===== config.mk =====
export PLATFORM = sky130hd
export DESIGN_NAME = pfc_top
export DESIGN_NICKNAME = d
export VERILOG_FILES = /design/src/logic/pfc_pkg.sv /design/src/logic/pfc_accum.sv /design/src/logic/pfc_top.sv
export SDC_FILE = /design/constraint.sdc
export NUM_CORES = 1
export LEC_CHECK = 0
export CAP_MARGIN = 10
export CORE_UTILIZATION = 55
export CTS_CLUSTER_SIZE = 25
export DETAILED_ROUTE_END_ITERATION = 16
export DONT_BUFFER_PORTS = 1
export PLACE_DENSITY = 0.7
export SLEW_MARGIN = 20
export SYNTH_ARGS = -nofsm -noshare
export SYNTH_HDL_FRONTEND = slang
export SYNTH_HIERARCHICAL = 1
export SYNTH_SLANG_ARGS = --single-unit
export TNS_END_PERCENT = 10

===== constraint.sdc =====
create_clock -name core_clk -period 11.27 [get_ports core_clk]
set_clock_uncertainty 0.15 [all_clocks]
set_input_delay 2.254 -clock core_clk [delete_from_list [all_inputs] [get_ports core_clk]]
set_output_delay 2.254 -clock core_clk [all_outputs]
set_load 0.02 [all_outputs]

===== src/logic/pfc_pkg.sv =====
package pfc_pkg;

  // Datapath widths.
  localparam int unsigned PFC_ACC_W   = 32;
  localparam int unsigned PFC_HALF_W  = 16;
  localparam int unsigned PFC_PHASE_W = 16;
  localparam int unsigned PFC_QPSK_W  = 2;
  localparam int unsigned PFC_PAD_W   = 14;

  // Field positions inside the 32-bit words.
  localparam int unsigned PFC_ARG_MSB  = 31;
  localparam int unsigned PFC_TOP_LSB  = 16;
  localparam int unsigned PFC_HIGH_LSB = 16;

  // Register select codes on the host word port.
  localparam logic [1:0] PFC_SEL_FREQ_LOW  = 2'h0;
  localparam logic [1:0] PFC_SEL_FREQ_HIGH = 2'h1;
  localparam logic [1:0] PFC_SEL_PHASE     = 2'h2;

  // Reset values.
  localparam logic [15:0] PFC_HALF_RST  = 16'h0000;
  localparam logic [31:0] PFC_WORD_RST  = 32'h0000_0000;
  localparam logic [15:0] PFC_PHASE_RST = 16'h0000;
  localparam logic        PFC_ENQ_RST   = 1'b1;
  localparam logic        PFC_CARRY_RST = 1'b1;

endpackage : pfc_pkg


===== src/logic/pfc_accum.sv =====
`timescale 1ns/1ps

module pfc_accum
  import pfc_pkg::*;
(
  // Clock, reset and enable.
  input  wire logic                 core_clk,
  input  wire logic                 rstn,
  input  wire logic                 clk_en,
  // Step and feedback control.
  input  wire logic [PFC_ACC_W-1:0] incr,
  input  wire logic                 init_n,
  // Accumulator state and carry.
  output logic      [PFC_ACC_W-1:0] acc_q,
  output logic                      carry_n
);

  logic [PFC_ACC_W-1:0] acc_reg;
  logic [PFC_ACC_W-1:0] acc_next;
  logic                 carry_reg;
  logic                 carry_next;
  logic [PFC_ACC_W-1:0] feedback;
  logic [PFC_ACC_W:0]   sum;

  // Zeroed feedback also makes an overflow impossible on that edge.
  always_comb begin
    feedback   = init_n ? acc_reg : PFC_WORD_RST;
    sum        = {1'b0, feedback} + {1'b0, incr};
    acc_next   = sum[PFC_ACC_W-1:0];
    carry_next = ~sum[PFC_ACC_W];
    if (!clk_en) begin
      acc_next   = acc_reg;
      carry_next = carry_reg;
    end
  end

  always_ff @(posedge core_clk or negedge rstn) begin
    if (!rstn) begin
      acc_reg   <= PFC_WORD_RST;
      carry_reg <= PFC_CARRY_RST;
    end else begin
      acc_reg   <= acc_next;
      carry_reg <= carry_next;
    end
  end

  assign acc_q   = acc_reg;
  assign carry_n = carry_reg;

endmodule : pfc_accum


===== src/logic/pfc_top.sv =====
`timescale 1ns/1ps


module pfc_top
  import pfc_pkg::*;
(
  // Clock, reset and enable.
  input  wire logic                   core_clk,
  input  wire logic                   rstn,
  input  wire logic                   clk_en,
  // Host word port.
  input  wire logic [PFC_HALF_W-1:0]  host_word,
  input  wire logic [1:0]             reg_select,
  input  wire logic                   cs_n,
  input  wire logic                   wr_n,
  // Register load enables.
  input  wire logic                   center_freq_enable_n,
  input  wire logic                   offset_freq_enable_n,
  input  wire logic                   phase_enable_n,
  input  wire logic                   time_incr_enable_n,
  // Phase source and modulation.
  input  wire logic                   phase_source_sel,
  input  wire logic [PFC_QPSK_W-1:0]  qpsk_select,
  input  wire logic                   offset_suppress_n,
  input  wire logic                   phase_range_sel,
  // Accumulator initialise controls.
  input  wire logic                   acc_init_n,
  input  wire logic                   time_acc_init_n,
  // Results.
  output logic      [PFC_ACC_W-1:0]   sincos_arg,
  output logic                        phase_carry_out_n,
  output logic                        time_carry_out_n
);

  import pfc_pkg::*;

  // Decodes one strobe of the host port for a given register code.
  function automatic logic host_hit(input logic       cs_l,
                                    input logic       wr_l,
                                    input logic [1:0] sel,
                                    input logic [1:0] code);
    host_hit = !cs_l && !wr_l && (sel == code);
  endfunction : host_hit

  // Modulation code to phase word. Only the top two bits are ever set,
  // so the pad below them is always zero.
  function automatic logic [PFC_PHASE_W-1:0] qpsk_angle(
      input logic [PFC_QPSK_W-1:0] code);
    logic [1:0] top;
    top        = {code[1], code[1] ^ code[0]};
    qpsk_angle = {top, {PFC_PAD_W{1'b0}}};
  endfunction : qpsk_angle

  // Modulo pi folds the upper half circle onto the lower one, so the
  // lookup never sees an angle past 180 degrees.
  function automatic logic [PFC_ACC_W-1:0] limit_range(
      input logic [PFC_ACC_W-1:0] arg,
      input logic                 half);
    limit_range = arg;
    if (half) begin
      limit_range[PFC_ARG_MSB] = 1'b0;
    end
  endfunction : limit_range

  // Host input registers.
  logic [PFC_HALF_W-1:0]  freq_input_low_half_reg;
  logic [PFC_HALF_W-1:0]  freq_input_low_half_next;
  logic [PFC_HALF_W-1:0]  freq_input_high_half_reg;
  logic [PFC_HALF_W-1:0]  freq_input_high_half_next;
  logic [PFC_PHASE_W-1:0] phase_offset_input_reg;
  logic [PFC_PHASE_W-1:0] phase_offset_input_next;
  logic [PFC_ACC_W-1:0]   input_word;
  logic                   load_low;
  logic                   load_high;
  logic                   load_phase;

  // Registered load enables.
  logic center_freq_enable_q_reg;
  logic center_freq_enable_q_next;
  logic offset_freq_enable_q_reg;
  logic offset_freq_enable_q_next;
  logic phase_enable_q_reg;
  logic phase_enable_q_next;

  // Frequency and time step registers.
  logic [PFC_ACC_W-1:0]   center_freq_reg;
  logic [PFC_ACC_W-1:0]   center_freq_next;
  logic [PFC_ACC_W-1:0]   offset_freq_reg;
  logic [PFC_ACC_W-1:0]   offset_freq_next;
  logic [PFC_ACC_W-1:0]   time_incr_reg;
  logic [PFC_ACC_W-1:0]   time_incr_next;

  // Phase register and its modulation source.
  logic [PFC_PHASE_W-1:0] phase_reg;
  logic [PFC_PHASE_W-1:0] phase_next;
  logic [PFC_PHASE_W-1:0] qpsk_phase;

  // Accumulator datapath.
  logic [PFC_ACC_W-1:0]   offset_term;
  logic [PFC_ACC_W-1:0]   phase_step;
  logic [PFC_ACC_W-1:0]   phase_acc;
  logic [PFC_ACC_W-1:0]   sincos_arg_reg;
  logic [PFC_ACC_W-1:0]   sincos_arg_next;
  logic [PFC_PHASE_W-1:0] arg_top;
  logic [PFC_ACC_W-1:0]   arg_word;

  // One strobe per register code; code 11 and a high chip select store
  // nothing, since no strobe decodes them.
  assign load_low   = host_hit(cs_n, wr_n, reg_select, PFC_SEL_FREQ_LOW);
  assign load_high  = host_hit(cs_n, wr_n, reg_select, PFC_SEL_FREQ_HIGH);
  assign load_phase = host_hit(cs_n, wr_n, reg_select, PFC_SEL_PHASE);

  // Host input register group.
  always_comb begin
    freq_input_low_half_next  = freq_input_low_half_reg;
    freq_input_high_half_next = freq_input_high_half_reg;
    phase_offset_input_next   = phase_offset_input_reg;
    if (clk_en) begin
      if (load_low) begin
        freq_input_low_half_next = host_word;
      end
      if (load_high) begin
        freq_input_high_half_next = host_word;
      end
      if (load_phase) begin
        phase_offset_input_next = host_word;
      end
    end
  end

  always_ff @(posedge core_clk or negedge rstn) begin
    if (!rstn) begin
      freq_input_low_half_reg  <= PFC_HALF_RST;
      freq_input_high_half_reg <= PFC_HALF_RST;
      phase_offset_input_reg   <= PFC_PHASE_RST;
    end else begin
      freq_input_low_half_reg  <= freq_input_low_half_next;
      freq_input_high_half_reg <= freq_input_high_half_next;
      phase_offset_input_reg   <= phase_offset_input_next;
    end
  end

  // The two halves are only meaningful together as one load word.
  assign input_word = {freq_input_high_half_reg,
                       freq_input_low_half_reg};

  // Enable registering group.
  always_comb begin
    center_freq_enable_q_next = center_freq_enable_q_reg;
    offset_freq_enable_q_next = offset_freq_enable_q_reg;
    phase_enable_q_next       = phase_enable_q_reg;
    if (clk_en) begin
      center_freq_enable_q_next = center_freq_enable_n;
      offset_freq_enable_q_next = offset_freq_enable_n;
      phase_enable_q_next       = phase_enable_n;
    end
  end

  always_ff @(posedge core_clk or negedge rstn) begin
    if (!rstn) begin
      center_freq_enable_q_reg <= PFC_ENQ_RST;
      offset_freq_enable_q_reg <= PFC_ENQ_RST;
      phase_enable_q_reg       <= PFC_ENQ_RST;
    end else begin
      center_freq_enable_q_reg <= center_freq_enable_q_next;
      offset_freq_enable_q_reg <= offset_freq_enable_q_next;
      phase_enable_q_reg       <= phase_enable_q_next;
    end
  end

  // Frequency step group.
  always_comb begin
    center_freq_next = center_freq_reg;
    offset_freq_next = offset_freq_reg;
    if (clk_en) begin
      // A held enable keeps reloading, so halves written meanwhile follow.
      if (!center_freq_enable_q_reg) begin
        center_freq_next = input_word;
      end
      if (!offset_freq_enable_q_reg) begin
        offset_freq_next = input_word;
      end
    end
  end

  always_ff @(posedge core_clk or negedge rstn) begin
    if (!rstn) begin
      center_freq_reg <= PFC_WORD_RST;
      offset_freq_reg <= PFC_WORD_RST;
    end else begin
      center_freq_reg <= center_freq_next;
      offset_freq_reg <= offset_freq_next;
    end
  end

  // Time step group. Its enable is used unregistered, unlike the
  // frequency enables, so the step loads on the edge that samples it low.
  always_comb begin
    time_incr_next = time_incr_reg;
    if (clk_en && !time_incr_enable_n) begin
      time_incr_next = input_word;
    end
  end

  always_ff @(posedge core_clk or negedge rstn) begin
    if (!rstn) begin
      time_incr_reg <= PFC_WORD_RST;
    end else begin
      time_incr_reg <= time_incr_next;
    end
  end

  // Phase register group.
  // The top two bits follow the modulation code so that 10 lands on 270
  // degrees and 11 on 180, with the higher input still the MSB.
  always_comb begin
    qpsk_phase = qpsk_angle(qpsk_select);
    phase_next = phase_reg;
    if (clk_en && !phase_enable_q_reg) begin
      if (phase_source_sel) begin
        phase_next = phase_offset_input_reg;
      end else begin
        phase_next = qpsk_phase;
      end
    end
  end

  always_ff @(posedge core_clk or negedge rstn) begin
    if (!rstn) begin
      phase_reg <= PFC_PHASE_RST;
    end else begin
      phase_reg <= phase_next;
    end
  end

  // Phase step: the offset is masked, not cleared, so it returns intact.
  always_comb begin
    offset_term = PFC_WORD_RST;
    if (offset_suppress_n) begin
      offset_term = offset_freq_reg;
    end
    phase_step  = center_freq_reg + offset_term;
  end

  // Phase accumulator, carry inverted onto the pin.
  pfc_accum u_phase_acc (
    .core_clk (core_clk),
    .rstn     (rstn),
    .clk_en   (clk_en),
    .incr     (phase_step),
    .init_n   (acc_init_n),
    .acc_q    (phase_acc),
    .carry_n  (phase_carry_out_n)
  );

  // Time accumulator, whose carry is its only output.
  pfc_accum u_time_acc (
    .core_clk (core_clk),
    .rstn     (rstn),
    .clk_en   (clk_en),
    .incr     (time_incr_reg),
    .init_n   (time_acc_init_n),
    .acc_q    (),
    .carry_n  (time_carry_out_n)
  );

  // Argument group: offset added to the top half, then range limited.
  // Registering the argument costs a cycle but keeps the adder off the pin.
  always_comb begin
    arg_top         = phase_acc[PFC_ARG_MSB:PFC_TOP_LSB] + phase_reg;
    arg_word        = {arg_top, phase_acc[PFC_TOP_LSB-1:0]};
    sincos_arg_next = limit_range(arg_word, phase_range_sel);
    if (!clk_en) begin
      sincos_arg_next = sincos_arg_reg;
    end
  end

  always_ff @(posedge core_clk or negedge rstn) begin
    if (!rstn) begin
      sincos_arg_reg <= PFC_WORD_RST;
    end else begin
      sincos_arg_reg <= sincos_arg_next;
    end
  end

  assign sincos_arg = sincos_arg_reg;

endmodule : pfc_top


==> Yosys cells after proc, flatten, opt, wreduce, memory -nomap -nowiden <==
Cells that the tools add are included.
{ "totals": {"reg_bits": 261, "latch_bits": 0, "ram_bits": 0, "romBits": 0, "input_bits": 34, "out_inout_bits": 34, "elab_cells": 47, "memories": 0} }
{ "classes": {"add_sub_neg": 4, "mul": 0, "div_mod_pow": 0, "order_cmp": 0, "eq_ne": 2, "n_shift": 0, "muxes": 5, "bitwise_logic": 5, "n_reduce_logical": 16} }
{ "op_table": {"columns": ["cell", "n"], "rows": [
  ["$mux W32", 3],
  ["$add A32 B32 Y33", 2],
  ["$add A32 B32 Y32", 1],
  ["$add A16 B16 Y16", 1],
  ["$mux W16", 1],
  ["$reduce_and A2 Y1", 5],
  ["$logic_and A1 B1 Y1", 6],
  ["$logic_not A1 Y1", 4],
  ["$not A1 Y1", 4],
  ["$eq A2 B1 Y1 const B", 1],
  ["$eq A2 B2 Y1 const B", 1],
  ["$logic_not A2 Y1", 1],
  ["$mux W1", 1],
  ["$xor A1 B1 Y1", 1]
]} }

==> Longest topological paths before layout <==
Gate-level depths: netlist of the first run.
{ "logic_depth": {"ltp_word": 4, "mapped_depth": 21, "depth_no_buf": 19} }

==> By module <==
Netlist of the first run, hierarchy kept.
{ "by_module_without_submodules": {"columns": ["module", "n_inst", "cells_each", "area_per_inst_um2", "seq_area_each_um2"], "rows": [
  ["pfc_top", 1, 795, 9674.3, 4883.4],
  ["pfc_accum", 2, 375, 3261.9, 827.0]
]} }

==> Least setup slack after synthesis of the first run <==
Ideal clock, no wire load.
{ "synth_path": {"kind": "in2reg", "from": "in offset_suppress_n", "to": "reg u_phase_acc.acc_reg[30], in the netlist u_phase_acc/acc_q[30]", "setup_time_ns": 0.124, "arrival_ns": 5.907, "required_ns": 10.996, "setup_slack_ns": 5.089, "path_stages": 19, "n_path_buf": 2, "path_cell_list": "clkbuf_1 > and2_1 > ha_1 > a211oi_1 > o21ai_2 > o221ai_2 > a211oi_2 > o2bb2ai_1 > nor2_1 > o21ai_0 > a31oi_1 > ha_1 > clkbuf_1 > a21o_1 > a21o_1 > a221o_1 > a221oi_1 > a211oi_1 > a211o_1"} }
{ "synth_via": {"elab_chain_len": 3} }
{ "synth_lines": {"columns": ["item", "line", "source"], "rows": [
  ["start: declaration", "pfc_top.sv:24", "input wire logic offset_suppress_n,"],
  ["$mux W32", "pfc_top.sv:239", "if (offset_suppress_n) begin"],
  ["$add A32 B32 Y32", "pfc_top.sv:242", "phase_step = center_freq_reg + offset_term;"],
  ["via phase_step[23]", "pfc_top.sv:100", "logic [PFC_ACC_W-1:0] phase_step;"],
  ["$add A32 B32 Y33", "pfc_accum.sv:28", "sum = {1'b0, feedback} + {1'b0, incr};"],
  ["end signal: assignment", "pfc_accum.sv:42", "acc_reg <= acc_next;"],
  ["end: declaration", "pfc_accum.sv:18", "logic [PFC_ACC_W-1:0] acc_reg;"]
]} }
The timed path passes the listed nets, and every way through them passes these cells.
A chain may end at the register's enable or synchronous reset.

==> Worst setup path in the final report of the first run <==
Same ends and word-level chain as after synthesis.

==> results of run 1 <==
==> cells in the mapped netlist (7+ instances only) <==
cell type / count
nor2_1: 66
nand2_1: 108
o21bai_1: 9
nand3_1: 30
a31oi_1: 10
ha_1: 110
dfrtp_1: 256
mux2_2: 217
a211oi_1: 11
o211ai_1: 13
o2111ai_1: 9
nor2b_1: 7
o21a_1: 12
xnor2_1: 59
a21oi_1: 94
nand4_1: 21
o21ai_0: 77
xor2_1: 27
clkbuf_1: 57
nor3_1: 19
a21o_1: 55
or3_1: 8
and4_1: 11
inv_1: 24
a31o_2: 7
nand2b_1: 11
and3_1: 7
and2_1: 102
==> worst register-to-register path, delay by kind of cell (launching register included) <==
| family | cells | cell delay, ns |
|---|---|---|
| AOI/OAI and AO/OA | 10 | 2.32 |
| xor gates and xnor gates | 1 | 0.10 |
| adders and majority gates | 3 | 1.10 |
| DFF | 1 | 0.37 |
| and+or+nand+nor | 4 | 0.61 |
==> routing by layer <==
metal	vias up	routed length, µm	share of wire (%)	global-route usage (%)
li1	5570	-	-	-
met1	5603	17600	47	35.8
met2	201	16900	45	39.3
met3	66	1440	3.9	3.42
met4	2	1230	3.3	7.93
met5	-	13	0.035	0
==> metrics by stage <==
stage | power [µW] | setup slack [ns] | hold WS [ns]
2_1_floorplan | 3510 | 5.09 | 0.292
3_3_place_gp | 3990 | 4.75 | 0.305
3_5_place_dp | 4030 | 4.60 | 0.316
4_1_cts | 5050 | 5.20 | 0.330
5_1_grt | 5420 | 4.85 | 0.344
6_report | 5030 | 5.15 | 0.329
==> cell type report <==
class | count | area, µm² | area share (%)
multi-input combinational | 1190 | 9310 | 53.3
sequential | 261 | 6540 | 37.4
tap | 384 | 480 | 2.75
antenna | 1 | 2.50 | 0.0143
clock inverter | 17 | 195 | 1.12
timing repair buffer | 4 | 30.0 | 0.172
inverter | 25 | 93.8 | 0.537
clock buffer | 37 | 816 | 4.67
==> final timing paths <==
check	slack (ns)	startpoint	end	cells past startpoint
setup / recovery	5.15	offset_suppress_n	u_phase_acc/acc_q[30]	18
hold / removal	0.33	u_time_acc/acc_q[7]	u_time_acc/acc_q[7]	1
setup reg to reg	6.50	offset_freq_reg[0]	u_phase_acc/acc_q[30]	18
hold reg to reg	0.33	u_time_acc/acc_q[7]	u_time_acc/acc_q[7]	1
max in group asynchronous	8.82	rstn	u_time_acc/acc_q[9]	0
min in group asynchronous	1.24	rstn	sincos_arg[27]	0
==> logic make-up after synthesis <==
logic type               after synthesis  share of synthesized area (%)
AO/OA/AOI/OAI                        366                           15.6
XOR/XNOR                              86                           4.65
adder cells (fa/ha/maj)              114                           8.99
buffers and inverters                 94                           2.22
flip-flops                           261                           40.4
multiplexers                         220                           15.3
AND/OR/NAND/NOR                      404                           12.8
==> power by group through the flow <==
| stage | clock network, µW | registers (µW) | logic, µW |
|---|---|---|---|
| final | 982 | 1620 | 2430 |
| after global routing | 1040 | 1660 | 2720 |
| after CTS | 1010 | 1620 | 2420 |
| after detailed placement | 0 | 1630 | 2400 |
| after global placement | 0 | 1610 | 2380 |
| after floorplan | 0 | 1530 | 1980 |
==> out/metrics.cfg, run 1 <==
[run_status]
outcome=completed

[clock_tree]
holdBufCountCts=0
clock-root-buffer=clkbuf_16
clk_pin_slew_worst_paths_ns=0.06
cts-resized-gates=0
cts_sinks=261
clkLatencyLatePin_ns=0.56
postCtsSetupBuffers=0
cts_buffers=29
h-tree-depth=1
cts_tree=done
clockBufferDepth=3

[setup_path]
critPathArrivalTime_ns=6.42
worstSetupPathType=in2reg
cp_num_buf_inv=0
start_kind=primary input
cp.required_ns=11.56
slowest_stage=ha_1
worstPathMaxFanout=32
endpoint_kind=flip-flop
max_stage_delay_ns=0.45
cp_top_family=compound AO/OA/AOI/OAI gates
crit_chain=and2_1 > ha_1 > fa_1 > a211oi_1 > o21bai_1 > a21oi_2 > a21boi_1 > nor2_1 > o2111ai_1 > a21oi_1 > xnor2_1 > ha_1 > nand2_1 > nor2_1 > a221o_1 > a221oi_1 > a211oi_1 > a211o_1

[power]
ir_drop_v=0.000173
power_density_mw_per_mm2=288
p_switching_uw=2030
p_sw_share_pct=40.4
clkPwrFrac_pct=19.5
pwr-share-seq_pct=32.1
cell_internal_pwr_uw=3000
pwr-share-comb_pct=48.4
p_leak_uw=0.00801

[timing]
setup_viol=0
hold_violations=0
tightest_slew_ns=1.11
rsz0062_at_grt=false
fmax_ghz=0.163
setup_tns_ns=0
fin_crit_ns=6.12
slew_violations=0
period_share_pct=54.3
slew-limit-headroom_pct=25.8

[grt]
grt_max_degree=262
grt_pass1_wl_um=60800
grt_pass1_vias=11100
globalRouteTotalUtil_pct=25.0
antenna_found_initial=2
globalRouteOverflowTotal=0

[logic_synthesis]
ys_seq_area_share_pct=40.4
synth_top_flop_cell=dfrtp_1
yosys_register_bits=261
synthTopCellsByArea=dfrtp_1 (40%), mux2_2 (15%), ha_1 (8.5%)
yosysWarnings=6
synth_cell_types=72
avgSynthCellArea_um2=10.5
netlist_area_mm2=0.0162
yosys.area.top_type=dfrtp_1
async_flop_share_pct=100
syn_inst=1545
synth-edff-count=0
synth_top_area_share_pct=39.5
syn-num-nets=1693

[routing]
wl_per_cell_um=19.4
num_vias=11400
dr.pass1.iters=5
postRouteAntennaNets=0
drt_iter0_markers=635
via_per_inst=5.96
routed_wl_um=37200
post-route-drc-count=0

[final_layout]
area_growth_pct=7.79
final_common_cell=dfrtp_1
finalNonFillerCells=1919
fillers=2455
fin_util_pct=60.5
layout_common_cells=dfrtp_1 (256), mux2_2 (217), ha_1 (110)
layout.nets=1659
final_area_mm2=0.0175
drive_gt1_share_pct=20.4

[die]
die_area_mm2=0.0301
initial_core_util_pct=56.1
io_pins=68
die-width_um=174
num_rows=62
core_mm2=0.0289
die_y_um=174

[placed_design]
placed_area_mm2=0.0164
port_buffers=0
dp.cells=1864
dpl.hpwl_um=27100
place_congestion=0.885

[job]
maxCapViolCount=0

[worst_hold_path]
min_path_type=reg2reg

Power figures use the tool's default switching activity.
==> run 2, diff against run 1 <==
==> constraint.sdc (replaced) <==
create_clock -name core_clk -period 5.7 [get_ports core_clk]
set_clock_uncertainty 0.15 [all_clocks]
set_input_delay 1.14 -clock core_clk [delete_from_list [all_inputs] [get_ports core_clk]]
set_output_delay 1.14 -clock core_clk [all_outputs]
set_load 0.02 [all_outputs]
==> run 2 against run 1 <==
Against the previous run:
- hold slack lost 0.20 ns
- worst setup slack got worse by 4.4 ns
- critical path depth unchanged
- final cell count shrank 0.10%
- global-route usage fell by 0.26 points
- sequential share of layout area increased by 0.078 points
- critical path type unchanged
- largest cell class unchanged
- highest routed layer is now met4
==> out/metrics.cfg, run 2 (synthesis results as in run 1) <==
[routing]
dr.pass1.iters=5  ; unchanged
routed_wl_um=37300  ; was 37200 µm
via_per_inst=5.98  ; was 5.96
wl_per_cell_um=19.4  ; about the same
drt_iter0_markers=713  ; was 635
post-route-drc-count=0  ; unchanged
postRouteAntennaNets=0  ; unchanged
num_vias=11500  ; was 11400

[grt]
grt_pass1_wl_um=60300  ; was 60800 µm
globalRouteOverflowTotal=0  ; unchanged
globalRouteTotalUtil_pct=24.7  ; was 25.0%
grt_use_met2_pct=40.1  ; was 39.3%
gr-max-usage-layer=met2  ; unchanged
met3_usage_pct=3.79  ; was 3.42%
use_met1_pct=35.1  ; was 35.8%
grt_max_degree=262  ; unchanged
grt_pass1_vias=11200  ; was 11100
antenna_found_initial=0  ; was 2

[timing]
period_share_pct=87.2
slew_violations=0  ; unchanged
fin_crit_ns=4.97
tightest_slew_ns=1.03  ; was 1.11 ns
slew-limit-headroom_pct=31.5  ; was 25.8%
setup_tns_ns=0  ; unchanged
hold_violations=0  ; unchanged
fmax_ghz=0.201
rsz0062_at_grt=false  ; unchanged
setup_viol=0  ; unchanged

[final_layout]
layout_common_cells=dfrtp_1 (256), mux2_2 (217), ha_1 (110)  ; unchanged
layout.nets=1661  ; was 1659
final_common_cell=dfrtp_1  ; unchanged
fillers=2437  ; was 2455
diodes=0  ; was 1
drive_gt1_share_pct=20.1  ; was 20.4%
area_growth_pct=7.57  ; was 7.79%
finalNonFillerCells=1917  ; was 1919

[setup_path]
critPathArrivalTime_ns=5.26  ; was 6.42 ns
r2r_start=offset_freq_reg[0]  ; unchanged
endpoint_kind=flip-flop  ; unchanged
start_kind=primary input  ; unchanged
ff2ff_setup_slack_ns=0.96  ; was 6.50 ns
cp.required_ns=6.00  ; was 11.56 ns
worstSetupPathType=in2reg  ; unchanged
r2r_cells=18  ; unchanged
r2r_end=u_phase_acc/acc_q[30]  ; unchanged
worstPathMaxFanout=32  ; unchanged

[power]
p_leak_uw=0.00798  ; was 0.00801 µW
finalPower_uw=9940  ; was 5030 µW
power_density_mw_per_mm2=570  ; was 288 mW/mm²
ir_drop_v=0.000362  ; was 0.000173 V

[die]
die-width_um=174  ; unchanged
core_mm2=0.0289  ; unchanged
io_pins=68  ; unchanged
die_area_mm2=0.0301  ; unchanged
initial_core_util_pct=56.1  ; unchanged
die_y_um=174  ; unchanged
num_rows=62  ; unchanged

[clock_tree]
h-tree-depth=1  ; unchanged
cts_tree=done  ; unchanged
postCtsSetupBuffers=0  ; unchanged
holdBufCountCts=0  ; unchanged
cts_sinks=261  ; unchanged
clk_pin_slew_worst_paths_ns=0.06  ; about the same
clkLatencyLatePin_ns=0.56  ; about the same
clockBufferDepth=3  ; unchanged
clock-root-buffer=clkbuf_16  ; unchanged
cts_buffers=29  ; unchanged
cts-resized-gates=0  ; unchanged

[worst_hold_path]
min_path_type=in2async  ; was reg2reg

[job]
maxCapViolCount=0  ; unchanged

[placed_design]
port_buffers=0  ; unchanged
place_congestion=0.869  ; was 0.885
dpl.hpwl_um=27000  ; was 27100 µm
dp.cells=1866  ; was 1864

[run_status]
outcome=completed  ; unchanged

-- run 2: how the worst max path moves through the flow --
stage,cells after the start,start,slack (ns),to
after floorplan,19,offset_suppress_n,0.63,u_phase_acc/acc_q[30]
after global placement,18,offset_suppress_n,0.29,u_phase_acc/acc_q[30]
after detailed placement,18,offset_suppress_n,0.17,u_phase_acc/acc_q[30]
after CTS,18,offset_suppress_n,0.77,u_phase_acc/acc_q[30]
after global routing,18,offset_suppress_n,0.38,u_phase_acc/acc_q[30]
final,18,offset_suppress_n,0.73,u_phase_acc/acc_q[30]
-- run 2: worst max-delay path: stages --
cell and delay, ns:
and2_1 0.15, ha_1 0.21, fa_1 0.42, a211oi_1 0.26, o21bai_1 0.16, a21oi_2 0.24, a21boi_1 0.14, nor2_1 0.19
o2111ai_1 0.17, a21oi_1 0.20, xnor2_1 0.18, ha_1 0.40, nand2_1 0.18, nor2_1 0.09, a221o_1 0.35, a221oi_1 0.36
a211oi_1 0.13, a211o_1 0.28
-- run 2: routing by layer --
| layer | part of all wire, % | wire [µm] | vias up |
|---|---|---|---|
| li1 | - | - | 5584 |
| met1 | 47 | 17700 | 5604 |
| met2 | 46 | 17300 | 227 |
| met3 | 4.2 | 1550 | 53 |
| met4 | 2.0 | 744 | 0 |
| met5 | 0 | 0 | - |
-- run 2: power by group --
part,switching (µW),internal (µW),total [µW]
combinational,2610,2230,4840
clock,785,1120,1900
sequential,633,2560,3200
total,4030,5910,9940
-- run 2: final cells by class --
| type | instances | area (µm²) | share of cell area [%] |
|---|---|---|---|
| Multi-Input combinational cell | 1190 | 9310 | 53.4 |
| Sequential cell | 261 | 6540 | 37.5 |
| Clock buffer | 38 | 790 | 4.53 |
| Tap cell | 384 | 480 | 2.76 |
| Clock inverter | 13 | 173 | 0.991 |
| Inverter | 25 | 93.8 | 0.539 |
| Timing Repair Buffer | 6 | 45.0 | 0.259 |
-- run 2: metrics by stage --
step | hold WS (ns) | setup slack (ns) | area [µm²] | utilization [%]
6_report | 0.128 | 0.731 | 17400 | 60.4
5_1_grt | 0.101 | 0.381 | 17400 | 60.4
4_1_cts | 0.103 | 0.768 | 17400 | 60.4
3_5_place_dp | 0.310 | 0.170 | 16500 | 57.0
3_3_place_gp | 0.306 | 0.289 | 16500 | 57.0
2_1_floorplan | 0.292 | 0.633 | 16200 | -
==> run 3, diff against run 2 <==
==> constraint.sdc (replaced) <==
create_clock -name core_clk -period 4.97 [get_ports core_clk]
set_clock_uncertainty 0.15 [all_clocks]
set_input_delay 0.994 -clock core_clk [delete_from_list [all_inputs] [get_ports core_clk]]
set_output_delay 0.994 -clock core_clk [all_outputs]
set_load 0.02 [all_outputs]
==> run 3 against run 2 <==
Against the previous run:
- design area rose by 4.1%
- critical path depth did not move
- first-iteration DRC count rose by 27%
- sequential cell count unchanged
- routed wire length rose by 4.3%
- highest routed layer unchanged
- via count grew 2.5%
- worst setup slack got worse by 0.34 ns
- sequential power grew 15%
- clock power rose by 15%
- critical endpoint is now u_phase_acc/acc_q[28]
- power increased by 22%
==> out/metrics.cfg, run 3 (synthesis results as in run 1) <==
[grt]
grt_max_degree=262  ; unchanged
globalRouteTotalUtil_pct=25.7  ; was 24.7%
globalRouteOverflowTotal=0  ; unchanged
grt_pass1_wl_um=62400  ; was 60300 µm
grt_pass1_vias=11700  ; was 11200
antenna_found_initial=0  ; unchanged

[timing]
rsz0062_at_grt=false  ; unchanged
setup_viol=0  ; unchanged
fin_crit_ns=4.58
period_share_pct=92.2
fmax_ghz=0.218
slew-limit-headroom_pct=46.9  ; was 31.5%
hold_violations=0  ; unchanged
slew_violations=0  ; unchanged
tightest_slew_ns=0.795  ; was 1.03 ns

[routing]
wl_met1_um=18400  ; was 17700 µm
met2_length_um=18100  ; was 17300 µm
routed_wl_um=38900  ; was 37300 µm
drt_iter0_markers=905  ; was 713
wl_met3_um=1570  ; was 1550 µm
dr.max_layer_used=met4  ; unchanged
post-route-drc-count=0  ; unchanged
num_vias=11800  ; was 11500
wl_per_cell_um=19.4  ; about the same
dr.pass1.iters=5  ; unchanged
postRouteAntennaNets=0  ; unchanged
via_per_inst=5.87  ; was 5.98

[die]
io_pins=68  ; unchanged
core_mm2=0.0289  ; unchanged
initial_core_util_pct=56.1  ; unchanged
num_rows=62  ; unchanged
die_area_mm2=0.0301  ; unchanged
die_y_um=174  ; unchanged
die-width_um=174  ; unchanged

[placed_design]
place_congestion=0.902  ; was 0.869
dp.cells=1948  ; was 1866
port_buffers=0  ; unchanged
placed_area_mm2=0.0171  ; was 0.0165 mm²
dpl.hpwl_um=27800  ; was 27000 µm

[final_layout]
final_common_cell=dfrtp_1  ; unchanged
final_area_mm2=0.0181  ; was 0.0174 mm²
layout_common_cells=dfrtp_1 (256), mux2_2 (217), ha_1 (110)  ; unchanged
area_growth_pct=12.0  ; was 7.57%
layout.nets=1746  ; was 1661
fin_util_pct=62.9  ; was 60.4%
drive_gt1_share_pct=24.6  ; was 20.1%
diodes=0  ; unchanged
finalNonFillerCells=2004  ; was 1917

[clock_tree]
clockBufferDepth=3  ; unchanged
clk_pin_slew_worst_paths_ns=0.06  ; about the same
clock-root-buffer=clkbuf_16  ; unchanged
h-tree-depth=1  ; unchanged
cts_sinks=261  ; unchanged
clkLatencyLatePin_ns=0.57  ; was 0.56 ns
cts_buffers=29  ; unchanged
cts_tree=done  ; unchanged
postCtsSetupBuffers=0  ; unchanged
cts-resized-gates=0  ; unchanged

[power]
ir_drop_v=0.000433  ; was 0.000362 V
p_leak_uw=0.00843  ; was 0.00798 µW
power_density_mw_per_mm2=666  ; was 570 mW/mm²

[setup_path]
endpoint_kind=flip-flop  ; unchanged
worstPathMaxFanout=32  ; unchanged
cp.required_ns=5.28  ; was 6.00 ns
critPathArrivalTime_ns=4.89  ; was 5.26 ns
worstSetupPathType=in2reg  ; unchanged
start_kind=primary input  ; unchanged

[worst_hold_path]
min_path_type=in2async  ; unchanged

[job]
maxCapViolCount=0  ; unchanged

[run_status]
outcome=completed  ; unchanged

run 3: cell types whose count changed in the layout (fill, tap and decap cells not counted), sizes merged:
cell / previous run / this run
buf: 6 / 91
bufinv: 3 / 2
clkbuf: 38 / 36
clkinv: 5 / 8
clkinvlp: 4 / 3
inv: 26 / 29
run 3: where the power goes:
| part | total [µW] | internal, µW | switching, µW |
|---|---|---|---|
| sequential | 3670 | 2940 | 733 |
| clock | 2180 | 1250 | 930 |
| combinational | 6230 | 3070 | 3170 |
| total | 12100 | 7260 | 4830 |
run 3: worst max-delay path: stages:
cell and delay, ns:
and2_1 0.15, ha_1 0.21, buf_4 0.15, a211oi_1 0.32
o21ai_2 0.12, o221ai_2 0.20, a211oi_2 0.13, o2bb2ai_1 0.40
o22ai_1 0.20, a41oi_1 0.28, xnor2_1 0.19, ha_1 0.34
a21o_1 0.22, a41o_1 0.20, a41o_1 0.21, a41oi_2 0.22
xnor2_1 0.09, mux2_2 0.26
run 3: stage by stage:
stage | hold WS (ns) | setup slack (ns) | power (µW) | setup TNS (ns)
after floorplan | 0.292 | 0.0490 | 7950 | 0
after global placement | 0.309 | -0.0570 | 9710 | -0.124
after detailed placement | 0.320 | -0.152 | 9800 | -0.543
after CTS | -0.0597 | 0.429 | 12100 | 0
after global routing | 0.0904 | 0.0921 | 13000 | 0
final | 0.116 | 0.388 | 12100 | 0
run 3: path summary, 6_finish.rpt:
check,from,end,slack (ns),depth (start not counted)
max in group asynchronous,rstn,freq_input_low_half_reg[14],4.01,1
worst min-delay path,rstn,u_phase_acc/carry_n,0.12,0
worst min register to register,u_time_acc/acc_q[7],u_time_acc/acc_q[7],0.33,1
worst max register to register,offset_freq_reg[0],u_phase_acc/acc_q[28],0.47,18
worst max-delay path,offset_suppress_n,u_phase_acc/acc_q[28],0.39,18
min in group core_clk,u_time_acc/acc_q[7],u_time_acc/acc_q[7],0.33,1
run 3: routing by layer:
metal / up-vias / global-route usage, %
met5: - / 0
met4: 0 / 6.03
met3: 43 / 3.82
met2: 195 / 41.8
met1: 5750 / 36.4
li1: 5766 / -
run 3: layout make-up:
class,count,area (µm²)
clock buffer,36,792
clock inverter,17,184
fill,2325,10700
inverter,25,93.8
multi-input combinational,1190,9310
sequential,261,6540
tap,384,480
timing repair buffer,91,743
